File: config.mk
export PLATFORM = sky130hd
export DESIGN_NAME = gate_driver_protection_config
export DESIGN_NICKNAME = d
export VERILOG_FILES = /design/src/hw/gate_driver_protection_config.v
export VERILOG_INCLUDE_DIRS = /design/src /design/src/inc
export SDC_FILE = /design/constraint.sdc
export NUM_CORES = 1
export LEC_CHECK = 0
export BUFFER_PORTS_ARGS = -buffer_cell sky130_fd_sc_hd__clkbuf_2
export CAP_MARGIN = 20
export CORE_MARGIN = 2
export CORE_UTILIZATION = 54
export CTS_CLUSTER_DIAMETER = 100
export CTS_CLUSTER_SIZE = 10
export DETAILED_ROUTE_END_ITERATION = 10
export PLACE_DENSITY = 0.75
export SLEW_MARGIN = 10
export SYNTH_ARGS = -nofsm -noshare
export SYNTH_HDL_FRONTEND = slang
export SYNTH_SLANG_ARGS = --single-unit
File: constraint.sdc
create_clock -name core_clk_i -period 2 [get_ports core_clk_i]
set_clock_uncertainty 0.15 [all_clocks]
set_input_delay 0.4 -clock core_clk_i [delete_from_list [all_inputs] [get_ports core_clk_i]]
set_output_delay 0.4 -clock core_clk_i [all_outputs]
set_load 0.01 [all_outputs]
File: src/inc/gate_cfg_regs.vh
`ifndef GATE_CFG_REGS_VH
`define GATE_CFG_REGS_VH

// register addresses on the serial control port
`define ADDR_FAILSAFE_BIAS 5'h02
`define ADDR_PROT_ENABLE 5'h03
`define ADDR_SAT_TURNOFF 5'h04
`define ADDR_CUR_THERMAL 5'h05
`define ADDR_LOCKOUT_ADC 5'h06

// reset values
`define RST_FAILSAFE_BIAS 16'h0200
`define RST_PROT_ENABLE 16'h0934
`define RST_SAT_TURNOFF 16'h7741
`define RST_CUR_THERMAL 16'h0902
`define RST_LOCKOUT_ADC 16'haa90

// field positions
`define FS_RESERVED_BIT 10
`define TURNOFF_LSB 1
`define TURNOFF_MSB 3

// gate action codes presented to the output stage
`define ACT_LOW 2'h0
`define ACT_HIGH 2'h1
`define ACT_HIZ 2'h2
`define ACT_NONE 2'h3

// timing figures in ns and the core clock period
`define CLK_PERIOD_NS 50
`define ADC_DLY_BASE_NS 280
`define TSD_DGL_BASE_NS 250
`define DESAT_DGL_BASE_NS 158
`define SHORT_BLANK_TIME_BASE_NS 100
`define OVERCURRENT_BLANK_TIME_STEP_NS 500
`define GATE_MONITOR_BLANK_TIME_0_NS 500
`define GATE_MONITOR_BLANK_TIME_1_NS 1000
`define GATE_MONITOR_BLANK_TIME_2_NS 2500
`define GATE_MONITOR_BLANK_TIME_3_NS 4000

`endif

File: src/hw/gate_driver_protection_config.v
`timescale 1ns/100ps
`include "gate_cfg_regs.vh"

// Overview of operation
// - single-bit failsafe: 0 pulls low, 1 none
// - shoot-through failsafe: low, high, reserved, none
// - serial failsafe resets to 2; 2,3 none
// - writing reserved bit 10 sets crc flag
// - odd bias select gated by odd enable
// - disable bits: 0 enables, 1 disables
// - enable bits: 1 enables the function
// - thermal and desaturation deglitch times per code
// - gate monitor blanking 500 to 4000 ns
// - bit 15 masks gate monitor during turnoff
// - desat threshold 2.5 V plus 0.5 V steps
// - clamp threshold 1.5, 2, 3, 4 V
// - turnoff mode: soft, two-level, fault coverage
// - mute bit ignores pwm after faults
// - overcurrent threshold 200 to 950 mV
// - short threshold 500 to 1250 mV
// - short and overcurrent blanking times per code
// - thermal threshold 1.00 to 2.75 V
// - secondary undervolt threshold points per code
// - adc alignment modes, sampling enable resets 1
// - adc sample delay 280 to 1120 ns
// - adc fault: low, high, hi-z, none
module gate_driver_protection_config (
  input wire core_clk_i,
  input wire rst_n_i,
  input wire wr_en_i,
  input wire [4:0] wr_addr_i,
  input wire [15:0] wr_data_i,
  input wire [4:0] rd_addr_i,
  input wire crc_flag_clr_i,
  input wire fault_primary_undervolt_i,
  input wire fault_primary_overvolt_i,
  input wire fault_pwm_check_i,
  input wire fault_shoot_through_i,
  input wire fault_serial_i,
  input wire fault_regulator_i,
  input wire fault_inter_die_comm_i,
  input wire fault_config_crc_i,
  input wire fault_converter_i,
  input wire turnoff_active_i,
  output reg [15:0] rd_data_o,
  output reg primary_config_crc_flag_o,
  output reg [1:0] gate_action_o,
  output reg [2:0] odd_bias_on_o,
  output reg even_input_source_enable_o,
  output reg secondary_undervolt_on_o,
  output reg secondary_overvolt_on_o,
  output reg gate_monitor_on_o,
  output reg miller_clamp_on_o,
  output reg short_protect_on_o,
  output reg overcurrent_protect_on_o,
  output reg collector_clamp_on_o,
  output reg saturation_detect_on_o,
  output reg switch_thermal_on_o,
  output reg negative_rail_lockout_on_o,
  output reg clamp_location_select_o,
  output reg [7:0] switch_thermal_filter_cycles_o,
  output reg [7:0] saturation_filter_cycles_o,
  output reg [7:0] gate_monitor_blank_cycles_o,
  output reg gate_monitor_active_o,
  output reg [3:0] saturation_threshold_o,
  output reg [1:0] clamp_threshold_o,
  output reg soft_turnoff_enable_o,
  output reg two_level_turnoff_enable_o,
  output reg [1:0] turnoff_coverage_o,
  output reg pwm_mute_enable_o,
  output reg [3:0] overcurrent_threshold_o,
  output reg [1:0] short_threshold_o,
  output reg [7:0] short_blank_cycles_o,
  output reg [7:0] overcurrent_blank_cycles_o,
  output reg [2:0] switch_thermal_threshold_o,
  output reg [1:0] secondary_undervolt_threshold_o,
  output reg converter_sample_enable_o,
  output reg [1:0] converter_sample_alignment_o,
  output reg [7:0] converter_sample_delay_cycles_o
);

  // counts round up so no interval is ever shorter than asked
  localparam integer ADC_DLY_INT = (`ADC_DLY_BASE_NS + `CLK_PERIOD_NS - 1) / `CLK_PERIOD_NS;
  localparam integer TSD_DGL_INT = (`TSD_DGL_BASE_NS + `CLK_PERIOD_NS - 1) / `CLK_PERIOD_NS;
  localparam integer DSAT_DGL_INT = (`DESAT_DGL_BASE_NS + `CLK_PERIOD_NS - 1) / `CLK_PERIOD_NS;
  localparam integer SHORT_BLANK_TIME_INT = (`SHORT_BLANK_TIME_BASE_NS + `CLK_PERIOD_NS - 1) / `CLK_PERIOD_NS;
  localparam integer OVERCURRENT_BLANK_TIME_INT = (`OVERCURRENT_BLANK_TIME_STEP_NS + `CLK_PERIOD_NS - 1) / `CLK_PERIOD_NS;
  localparam integer GM_INT_0 = (`GATE_MONITOR_BLANK_TIME_0_NS + `CLK_PERIOD_NS - 1) / `CLK_PERIOD_NS;
  localparam integer GM_INT_1 = (`GATE_MONITOR_BLANK_TIME_1_NS + `CLK_PERIOD_NS - 1) / `CLK_PERIOD_NS;
  localparam integer GM_INT_2 = (`GATE_MONITOR_BLANK_TIME_2_NS + `CLK_PERIOD_NS - 1) / `CLK_PERIOD_NS;
  localparam integer GM_INT_3 = (`GATE_MONITOR_BLANK_TIME_3_NS + `CLK_PERIOD_NS - 1) / `CLK_PERIOD_NS;
  localparam [7:0] ADC_DLY_CYC = ADC_DLY_INT[7:0];
  localparam [7:0] TSD_DGL_CYC = TSD_DGL_INT[7:0];
  localparam [7:0] DSAT_DGL_CYC = DSAT_DGL_INT[7:0];
  localparam [7:0] SHORT_BLANK_TIME_CYC = SHORT_BLANK_TIME_INT[7:0];
  localparam [7:0] OVERCURRENT_BLANK_TIME_CYC = OVERCURRENT_BLANK_TIME_INT[7:0];
  localparam [7:0] GM_CYC_0 = GM_INT_0[7:0];
  localparam [7:0] GM_CYC_1 = GM_INT_1[7:0];
  localparam [7:0] GM_CYC_2 = GM_INT_2[7:0];
  localparam [7:0] GM_CYC_3 = GM_INT_3[7:0];

  reg [15:0] failsafe_and_bias_config;
  reg [15:0] protection_enable_config;
  reg [15:0] saturation_turnoff_config;
  reg [15:0] current_thermal_threshold_config;
  reg [15:0] supply_lockout_adc_config;

  // one-bit failsafe: 0 means pull low
  function [1:0] single_action;
    input sel;
    begin
      single_action = sel ? `ACT_NONE : `ACT_LOW;
    end
  endfunction

  // one decoder for all strobes keeps the address map in one place
  function addr_hit;
    input en;
    input [4:0] addr;
    input [4:0] reg_addr;
    begin
      addr_hit = en && (addr == reg_addr);
    end
  endfunction

  // soft and two-level share one field; codes 0 and 4 turn both off
  function turnoff_on;
    input [2:0] code;
    input two_level;
    begin
      turnoff_on = (code[2] == two_level) && (code[1:0] != 2'h0);
    end
  endfunction

  wire wr_fs = addr_hit(wr_en_i, wr_addr_i, `ADDR_FAILSAFE_BIAS);
  wire wr_pe = addr_hit(wr_en_i, wr_addr_i, `ADDR_PROT_ENABLE);
  wire wr_st = addr_hit(wr_en_i, wr_addr_i, `ADDR_SAT_TURNOFF);
  wire wr_ct = addr_hit(wr_en_i, wr_addr_i, `ADDR_CUR_THERMAL);
  wire wr_la = addr_hit(wr_en_i, wr_addr_i, `ADDR_LOCKOUT_ADC);

  // writes are accepted in any state; gating to configuration state two is the host's duty
  always @(posedge core_clk_i or negedge rst_n_i) begin
    if (!rst_n_i) begin
      failsafe_and_bias_config <= `RST_FAILSAFE_BIAS;
      protection_enable_config <= `RST_PROT_ENABLE;
      saturation_turnoff_config <= `RST_SAT_TURNOFF;
      current_thermal_threshold_config <= `RST_CUR_THERMAL;
      supply_lockout_adc_config <= `RST_LOCKOUT_ADC;
    end else begin
      if (wr_fs) begin
        failsafe_and_bias_config <= wr_data_i;
      end
      if (wr_pe) begin
        protection_enable_config <= wr_data_i;
      end
      if (wr_st) begin
        saturation_turnoff_config <= wr_data_i;
      end
      if (wr_ct) begin
        current_thermal_threshold_config <= wr_data_i;
      end
      if (wr_la) begin
        supply_lockout_adc_config <= wr_data_i;
      end
    end
  end

  // set wins over clear so a reserved-bit write is never lost
  always @(posedge core_clk_i or negedge rst_n_i) begin
    if (!rst_n_i) begin
      primary_config_crc_flag_o <= 1'b0;
    end else if (wr_fs && wr_data_i[`FS_RESERVED_BIT]) begin
      primary_config_crc_flag_o <= 1'b1;
    end else if (crc_flag_clr_i) begin
      primary_config_crc_flag_o <= 1'b0;
    end
  end

  // gate action: first active fault in fixed priority order wins
  reg [1:0] next_action;
  always @* begin
    next_action = `ACT_NONE;
    if (fault_primary_undervolt_i) begin
      next_action = single_action(failsafe_and_bias_config[15]);
    end else if (fault_primary_overvolt_i) begin
      next_action = single_action(failsafe_and_bias_config[14]);
    end else if (fault_pwm_check_i) begin
      next_action = single_action(failsafe_and_bias_config[13]);
    end else if (fault_shoot_through_i) begin
      case (failsafe_and_bias_config[12:11])
        2'h0: next_action = `ACT_LOW;
        2'h1: next_action = `ACT_HIGH;
        default: next_action = `ACT_NONE;
      endcase
    end else if (fault_serial_i) begin
      case (failsafe_and_bias_config[9:8])
        2'h0: next_action = `ACT_LOW;
        2'h1: next_action = `ACT_HIGH;
        default: next_action = `ACT_NONE;
      endcase
    end else if (fault_regulator_i) begin
      next_action = single_action(failsafe_and_bias_config[7]);
    end else if (fault_inter_die_comm_i) begin
      next_action = single_action(failsafe_and_bias_config[6]);
    end else if (fault_config_crc_i || primary_config_crc_flag_o) begin
      // a latched flag keeps the failsafe applied until software clears it
      next_action = single_action(failsafe_and_bias_config[3]);
    end else if (fault_converter_i) begin
      next_action = supply_lockout_adc_config[1:0];
    end
  end

  // blanking code to cycles; used for gate monitor only, table is non-linear
  function [7:0] gm_cycles;
    input [1:0] code;
    begin
      case (code)
        2'h0: gm_cycles = GM_CYC_0;
        2'h1: gm_cycles = GM_CYC_1;
        2'h2: gm_cycles = GM_CYC_2;
        default: gm_cycles = GM_CYC_3;
      endcase
    end
  endfunction

  reg [7:0] next_oc_blank;
  always @* begin
    case (current_thermal_threshold_config[5:3])
      3'h6: next_oc_blank = 8'd10 * OVERCURRENT_BLANK_TIME_CYC;
      3'h7: next_oc_blank = 8'd20 * OVERCURRENT_BLANK_TIME_CYC;
      default: next_oc_blank = ({5'h00, current_thermal_threshold_config[5:3]} + 8'h01) * OVERCURRENT_BLANK_TIME_CYC;
    endcase
  end

  wire [2:0] mode = saturation_turnoff_config[`TURNOFF_MSB:`TURNOFF_LSB];

  // read data is registered, so it follows the address by one cycle
  always @(posedge core_clk_i or negedge rst_n_i) begin
    if (!rst_n_i) begin
      rd_data_o <= 16'h0000;
    end else begin
      case (rd_addr_i)
        `ADDR_FAILSAFE_BIAS: rd_data_o <= failsafe_and_bias_config;
        `ADDR_PROT_ENABLE: rd_data_o <= protection_enable_config;
        `ADDR_SAT_TURNOFF: rd_data_o <= saturation_turnoff_config;
        `ADDR_CUR_THERMAL: rd_data_o <= current_thermal_threshold_config;
        `ADDR_LOCKOUT_ADC: rd_data_o <= supply_lockout_adc_config;
        default: rd_data_o <= 16'h0000;
      endcase
    end
  end

  // registered action costs a cycle of fault reaction but avoids glitches
  always @(posedge core_clk_i or negedge rst_n_i) begin
    if (!rst_n_i) begin
      gate_action_o <= `ACT_NONE;
    end else begin
      gate_action_o <= next_action;
    end
  end

  // bias current only flows with the odd source on
  genvar b;
  generate
    for (b = 0; b < 3; b = b + 1) begin : g_odd_bias
      always @(posedge core_clk_i or negedge rst_n_i) begin
        if (!rst_n_i) begin
          odd_bias_on_o[b] <= 1'b0;
        end else begin
          odd_bias_on_o[b] <= failsafe_and_bias_config[5] && failsafe_and_bias_config[b];
        end
      end
    end
  endgenerate

  // disable bits are inverted so every _on output reads 1 when enabled
  always @(posedge core_clk_i or negedge rst_n_i) begin
    if (!rst_n_i) begin
      even_input_source_enable_o <= 1'b0;
      secondary_undervolt_on_o <= 1'b0;
      secondary_overvolt_on_o <= 1'b0;
      gate_monitor_on_o <= 1'b0;
      miller_clamp_on_o <= 1'b0;
      short_protect_on_o <= 1'b0;
      overcurrent_protect_on_o <= 1'b0;
      collector_clamp_on_o <= 1'b0;
      saturation_detect_on_o <= 1'b0;
      switch_thermal_on_o <= 1'b0;
      negative_rail_lockout_on_o <= 1'b0;
      clamp_location_select_o <= 1'b0;
    end else begin
      even_input_source_enable_o <= failsafe_and_bias_config[4];
      secondary_undervolt_on_o <= ~protection_enable_config[15];
      secondary_overvolt_on_o <= ~protection_enable_config[11];
      gate_monitor_on_o <= ~protection_enable_config[7];
      miller_clamp_on_o <= ~protection_enable_config[6];
      short_protect_on_o <= ~protection_enable_config[3];
      overcurrent_protect_on_o <= ~protection_enable_config[2];
      collector_clamp_on_o <= protection_enable_config[5];
      saturation_detect_on_o <= protection_enable_config[4];
      switch_thermal_on_o <= protection_enable_config[1];
      negative_rail_lockout_on_o <= protection_enable_config[0];
      clamp_location_select_o <= protection_enable_config[10];
    end
  end

  // all timings fit in eight bits at this clock; a faster clock needs wider counts
  always @(posedge core_clk_i or negedge rst_n_i) begin
    if (!rst_n_i) begin
      switch_thermal_filter_cycles_o <= 8'h00;
      saturation_filter_cycles_o <= 8'h00;
      gate_monitor_blank_cycles_o <= 8'h00;
      short_blank_cycles_o <= 8'h00;
      overcurrent_blank_cycles_o <= 8'h00;
    end else begin
      switch_thermal_filter_cycles_o <= ({6'h00, protection_enable_config[14:13]} + 8'h01) * TSD_DGL_CYC;
      saturation_filter_cycles_o <= protection_enable_config[12] ? 8'd2 * DSAT_DGL_CYC : DSAT_DGL_CYC;
      gate_monitor_blank_cycles_o <= gm_cycles(protection_enable_config[9:8]);
      short_blank_cycles_o <= SHORT_BLANK_TIME_CYC << current_thermal_threshold_config[7:6];
      overcurrent_blank_cycles_o <= next_oc_blank;
    end
  end

  always @(posedge core_clk_i or negedge rst_n_i) begin
    if (!rst_n_i) begin
      gate_monitor_active_o <= 1'b0;
      soft_turnoff_enable_o <= 1'b0;
      two_level_turnoff_enable_o <= 1'b0;
      turnoff_coverage_o <= 2'h0;
      pwm_mute_enable_o <= 1'b0;
    end else begin
      // monitor stays active in turnoff unless masked
      gate_monitor_active_o <= ~protection_enable_config[7] &&
        !(saturation_turnoff_config[15] && turnoff_active_i);
      soft_turnoff_enable_o <= turnoff_on(mode, 1'b0);
      two_level_turnoff_enable_o <= turnoff_on(mode, 1'b1);
      turnoff_coverage_o <= mode[1:0];
      pwm_mute_enable_o <= saturation_turnoff_config[0];
    end
  end

  // thresholds leave as raw codes; the analog side owns the voltage tables
  always @(posedge core_clk_i or negedge rst_n_i) begin
    if (!rst_n_i) begin
      saturation_threshold_o <= 4'h0;
      clamp_threshold_o <= 2'h0;
      overcurrent_threshold_o <= 4'h0;
      short_threshold_o <= 2'h0;
      switch_thermal_threshold_o <= 3'h0;
      secondary_undervolt_threshold_o <= 2'h0;
    end else begin
      saturation_threshold_o <= saturation_turnoff_config[14:11];
      clamp_threshold_o <= saturation_turnoff_config[7:6];
      overcurrent_threshold_o <= current_thermal_threshold_config[15:12];
      short_threshold_o <= current_thermal_threshold_config[11:10];
      switch_thermal_threshold_o <= current_thermal_threshold_config[2:0];
      secondary_undervolt_threshold_o <= supply_lockout_adc_config[15:14];
    end
  end

  // reserved alignment code 3 is passed on as written
  always @(posedge core_clk_i or negedge rst_n_i) begin
    if (!rst_n_i) begin
      converter_sample_enable_o <= 1'b0;
      converter_sample_alignment_o <= 2'h0;
      converter_sample_delay_cycles_o <= 8'h00;
    end else begin
      converter_sample_enable_o <= supply_lockout_adc_config[7];
      converter_sample_alignment_o <= supply_lockout_adc_config[6:5];
      converter_sample_delay_cycles_o <= ({6'h00, supply_lockout_adc_config[4:3]} + 8'h01) * ADC_DLY_CYC;
    end
  end

endmodule // gate_driver_protection_config

### Word level (Yosys, flattened, before mapping)

Index checks and enable logic that the tools add are counted.

| word-level totals | value |
|---|---|
| register bits after elaboration | 181 |
| bits of input ports | 40 |
| logic and storage cells | 115 |

| operators by class | value |
|---|---|
| $add $sub $neg | 3 |
| $mul | 3 |
| equality and inequality tests | 16 |
| shift operators | 1 |
| mux-type cells | 23 |
| bitwise gates (word level) | 7 |
| reductions and logical operators | 20 |

Operators by type and width:

| operator | count |
|---|---|
| $pmux W16 S5 | 1 |
| $eq A5 B3 Y1 const B | 6 |
| $mux W2 | 15 |
| $pmux W7 S3 | 1 |
| $eq A5 B2 Y1 const B | 4 |
| $pmux W8 S2 | 1 |
| $logic_and A1 B1 Y1 | 13 |
| $pmux W2 S2 | 2 |
| $shl A2 B2 Y8 const A | 1 |
| $mul A4 B3 Y7 const B | 1 |
| $not A1 Y1 | 7 |
| $add A2 B1 Y3 const B | 2 |
| $eq A2 B1 Y1 const B | 3 |
| $eq A3 B3 Y1 const B | 2 |
| $logic_not A2 Y1 | 3 |
| $mul A3 B3 Y6 const B | 1 |
| $mul A3 B2 Y5 const B | 1 |
| $add A3 B1 Y4 const B | 1 |
| $mux W4 | 1 |
| $reduce_bool A2 Y1 | 2 |
| $eq A2 B2 Y1 const B | 1 |
| $mux W1 | 2 |
| $logic_not A1 Y1 | 1 |
| $logic_or A1 B1 Y1 | 1 |

### Depth between registers and ports, before layout

| logic depth | value |
|---|---|
| depth after elaboration | 9 |
| mapped depth | 7 |
| depth with buffers taken out | 7 |

### Least setup slack after synthesis

No wires, ideal clock.

| timing | value |
|---|---|
| path type | flip-flop to flip-flop |
| start | register current_thermal_threshold_config[3] |
| end | register overcurrent_blank_cycles_o[4] |
| arrival | 1.437 ns |
| required time | 1.724 ns |
| slack | 0.287 ns |
| stages on the path, launching flop included | 7 |
| path buffers | 0 |
| period minus slack after synthesis | 1.713 ns |
| cell sequence | dfrtp_1 -> inv_1 -> ha_1 -> inv_1 -> ha_1 -> ha_1 -> nor2b_1 |

| on the way | value |
|---|---|
| longest elaborated chain between the ends | 3 |
| elaborated cells between the ends (all ways) | 5 |
| those cells by class | 1 x add/sub; 1 x mul; 2 x eq/ne; 1 x mux |

Ends and longest elaborated chain:

| what | RTL line | RTL |
|---|---|---|
| start: declaration | gate_driver_protection_config.v:105 | `reg [15:0] current_thermal_threshold_config;` |
| start signal: assignment | gate_driver_protection_config.v:147 | `` current_thermal_threshold_config <= `RST_CUR_THERMAL; `` |
| start signal: assignment | gate_driver_protection_config.v:160 | `current_thermal_threshold_config <= wr_data_i;` |
| $add A3 B1 Y4 | gate_driver_protection_config.v:231 | `default: next_oc_blank = ({5'h00, current_thermal_threshold_config[5:3]} + 8'h01) * OVERCURRENT_BLANK_TIME_CYC ...` |
| $mul A4 B3 Y7 | gate_driver_protection_config.v:231 |  |
| $pmux W8 S2 (*) | gate_driver_protection_config.v:228 | `case (current_thermal_threshold_config[5:3])` |
| net next_oc_blank[4] | gate_driver_protection_config.v:226 | `reg [7:0] next_oc_blank;` |
| end signal: assignment | gate_driver_protection_config.v:320 | `overcurrent_blank_cycles_o <= next_oc_blank;` |
| end: declaration | gate_driver_protection_config.v:74 | `output reg [7:0] overcurrent_blank_cycles_o,` |

Mark *: on every way through the listed nets, which the timed path passes. The rest lies on a longest branch.
A chain may end at the register's enable or synchronous reset.

### Worst setup path after layout

| timing | value |
|---|---|
| start | register current_thermal_threshold_config[4] |
| end | register overcurrent_blank_cycles_o[5] |

Same word-level chain as after synthesis.

==> flow_summary.yaml <==
outcome:
  outcome: "finished clean"
global_routing:
  grt_max_degree: 58
  grt_busiest_layer: "met2"
  first_global_vias: 4314
  grt_first_pass_wirelength_um: 21800
  antenna_found_initial: 0
  gr-total-overflow: 0
  grtUsageMet3_pct: 6.01
  grt_usage_pct: 22.0
  use_met1_pct: 28.0
  met2_usage_pct: 36.5
die:
  rows: 40
  dieWidth_um: 116
  dieArea_um2: 13400
  initial_core_util_pct: 55.7
  die_h_um: 116
  pin_count: 148
  core_um2: 12100
setup_path:
  rrSetupSlack_ns: 0.10
  crit_path_start_kind: "flop"
  worstReg2RegStart: "current_thermal_threshold_config[4]$_DFFE_PN0P_"
  required_ns: 2.18
  critPathLaunch: "current_thermal_threshold_config[4]$_DFFE_PN0P_"
  cpLargestDelayFamily: "adder cells"
  cp_num_buf_inv: 0
  r2r-end: "overcurrent_blank_cycles_o[5]$_DFF_PN0_"
  crit_arrival_ns: 2.08
  cp_slowest_cell: "dfrtp_1"
  crit_chain: "ha_1 -> ha_1 -> ha_1 -> ha_1 -> xnor2_1 -> o21ai_0"
  cp_max_fo: 7
  reg2reg_depth: 6
  slowest_delay_ns: 0.47
  critPathKind: "reg -> reg"
  cpMostUsedCell: "ha_1"
  crit_path_end_kind: "flop"
drt:
  drc: 0
  post_drt_via_cell_ratio: 5.16
  wl_per_cell_um: 17.7
  drtIter0Drc: 233
  drtAntennaViolNets: 0
  wl_um: 13900
  vias: 4053
  drt_first_pass_iters: 4
sta:
  max_freq_mhz: 526
  period_minus_slack_ns: 1.90
  fin_setup_tns_ns: 0
  hold_violations: 0
  hold_ws_ns: 0.0170
  setup_ws_ns: 0.100
  setup_viol: 0
  fin_crit_sh_pct: 95.0
  rsz0062_at_grt: "no"
  drv_slew: 0
final_layout:
  antennaDiodeCount: 0
  fillCellCount: 906
  final_cells: 785
  fin_area_um2: 8190
  multi_input_area_um2: 2200
  layout.nets: 657
  seq_area_um2: 4260
  drive_above_1_share_pct: 45.2
  syn2layout_area_growth_pct: 21.3
logic_synthesis:
  ys_seq_area_share_pct: 63.1
  yosysWarnings: 0
  yosysUniqueCellTypes: 48
  synthesis.area_um2: 6750
  ys_seq_elements: 169
  synth.avg_cell_area_um2: 14.6
  synth.most_common_cell: "dfrtp_1"
  yosys.area.top_type: "dfrtp_1"
  synthCells: 461
  synthFlopType: "dfrtp_1"
  synth_commonest_cells: "144 x dfrtp_1, 58 x mux2_2, 32 x mux2i_1, 25 x dfstp_2, 20 x buf_4"
  synth_edf_count: 0
  yosysTopAreaCellShare_pct: 53.4
  synthTopCellsByArea: "dfrtp_1 53%, dfstp_2 9.7%, mux2_2 9.7%, mux2i_1 4.7%, mux2_4 2.7%"
  async_reset_ff_share_pct: 100
clock_tree:
  numCtsBuffers: 17
  cts_buffer_depth: 2
  cts_tree: "done"
  clk_pin_slew_ns: 0.06
  cts-root-buf: "clkbuf_16"
  clock_latency_ns: 0.42
  htreeDepth: 4
  cts.sinks: 169
power_and_ir_drop:
  p_int_uw: 6940
  pwr-share-seq_pct: 48.5
  p_switching_uw: 2440
  combPwrFrac_pct: 16.3
  irDropWorstVdd_uv: 552
  power_density_nw_per_um2: 1150
  swShare_pct: 26.0
  p_clk_share_pct: 35.2
  power.leakage_uw: 0.00425
placement:
  gp_congestion: 0.821
  port_buffers: 129
  hpwl_um: 9310
  place_area_um2: 7560
  dp.cells: 751
  place_ws_ns: 0.102
hold_path:
  min_to: "gate_monitor_active_o$_DFF_PN0_"
  min_from: "turnoff_active_i"
  worstHoldPathCells: 2
  hp-class: "in -> reg"
flow_run:
  drv_cap: 0
-- repair_timing --
action	CTS	global route
setup endpoints to repair	0	1
gates resized for setup	0	1
hold buffers	2	0
buffers inserted	0	0
endpoints found under the hold margin	32	0
-- per-layer routing --
layer  wire length, um  share of wire (%)
met1              5960                 43
met2              7010                 50
met3               756                5.4
met4               178                1.3
met5                 0                  0
-- power groups by stage --
stage / Combinational, uW / Clock (uW) / Sequential [uW]
4_1_cts: 1560 / 3340 / 4550
6_report: 1530 / 3300 / 4550
2_1_floorplan: 758 / 0 / 4670
5_1_grt: 1700 / 3490 / 4630
3_5_place_dp: 1540 / 0 / 4610
3_3_place_gp: 1490 / 0 / 4570
-- state kept, by name (all words and copies together), names as in the netlist, 5 cells and up --
| register | count |
|---|---|
| current_thermal_threshold_config | 16 |
| supply_lockout_adc_config | 16 |
| converter_sample_delay_cycles_o | 5 |
| overcurrent_blank_cycles_o | 7 |
| protection_enable_config | 16 |
| saturation_turnoff_config | 16 |
| gate_monitor_blank_cycles_o | 6 |
| switch_thermal_filter_cycles_o | 5 |
| failsafe_and_bias_config | 16 |
| rd_data_o | 16 |
-- area by class of cell --
type	instances	area share (%)
flip-flops and latches	169	52.1
multi-input cells	255	26.9
well taps	168	2.57
repair buffers	143	10.2
inverters	18	0.825
clock inverters	12	1.82
clock buffers	20	5.58
-- worst max-delay path by stage --
stage / depth (start not counted) / slack, ns / end
after floorplan: 6 / 0.29 / overcurrent_blank_cycles_o[4]$_DFF_PN0_
after global placement: 5 / 0.18 / protection_enable_config[0]$_DFFE_PN0P_
after detailed placement: 7 / 0.10 / overcurrent_blank_cycles_o[5]$_DFF_PN0_
after CTS: 7 / 0.08 / overcurrent_blank_cycles_o[5]$_DFF_PN0_
after global routing: 6 / 0.002 / overcurrent_blank_cycles_o[5]$_DFF_PN0_
final: 6 / 0.10 / overcurrent_blank_cycles_o[5]$_DFF_PN0_
-- placed cells by master (no fill, tap or decap), drive strengths merged, types with 2 or more instances in the layout --
master | synthesis | final
a211oi | 2 | 2
mux2i | 32 | 32
a2bb2oi | 2 | 2
o22ai | 14 | 14
dfrtp | 144 | 144
nor2b | 7 | 7
and3 | 4 | 4
conb | 1 | 18
o21ai | 15 | 15
nand2 | 16 | 16
nor3 | 3 | 3
a21o | 14 | 14
nor2 | 9 | 9
a21oi | 4 | 4
ha | 13 | 13
nand3b | 3 | 3
buf | 33 | 13
mux2 | 70 | 70
and2 | 6 | 6
nor4b | 2 | 2
inv | 18 | 19
o21a | 2 | 2
dfstp | 25 | 25
bufinv | 0 | 3
dlygate4sd3 | 0 | 2
nor3b | 3 | 3
xnor2 | 3 | 3
clkbuf | 3 | 148
clkinv | 0 | 4
clkinvlp | 0 | 4
-- logic make-up (layout without fill, tap and decap cells) --
group / after synthesis / count (layout) / share of synthesized area [%]
AO/OA/AOI/OAI: 57 / 57 / 5.56
XOR/XNOR: 4 / 4 / 0.519
adder cells (fa/ha/maj): 13 / 13 / 2.41
buffers and inverters: 54 / 193 / 5.14
flip-flops: 169 / 169 / 63.1
multiplexers: 102 / 102 / 17.1
other: 1 / 18 / 0.0556
AND/OR/NAND/NOR: 61 / 61 / 6.06
-- through the flow --
step | total power, uW | utilization [%]
floorplan | 5430 | -
global placement | 6050 | 62.4
detailed placement | 6140 | 62.4
CTS | 9450 | 67.6
global route | 9820 | 67.6
finish | 9380 | 67.6
(Power assumes the default switching activity.)
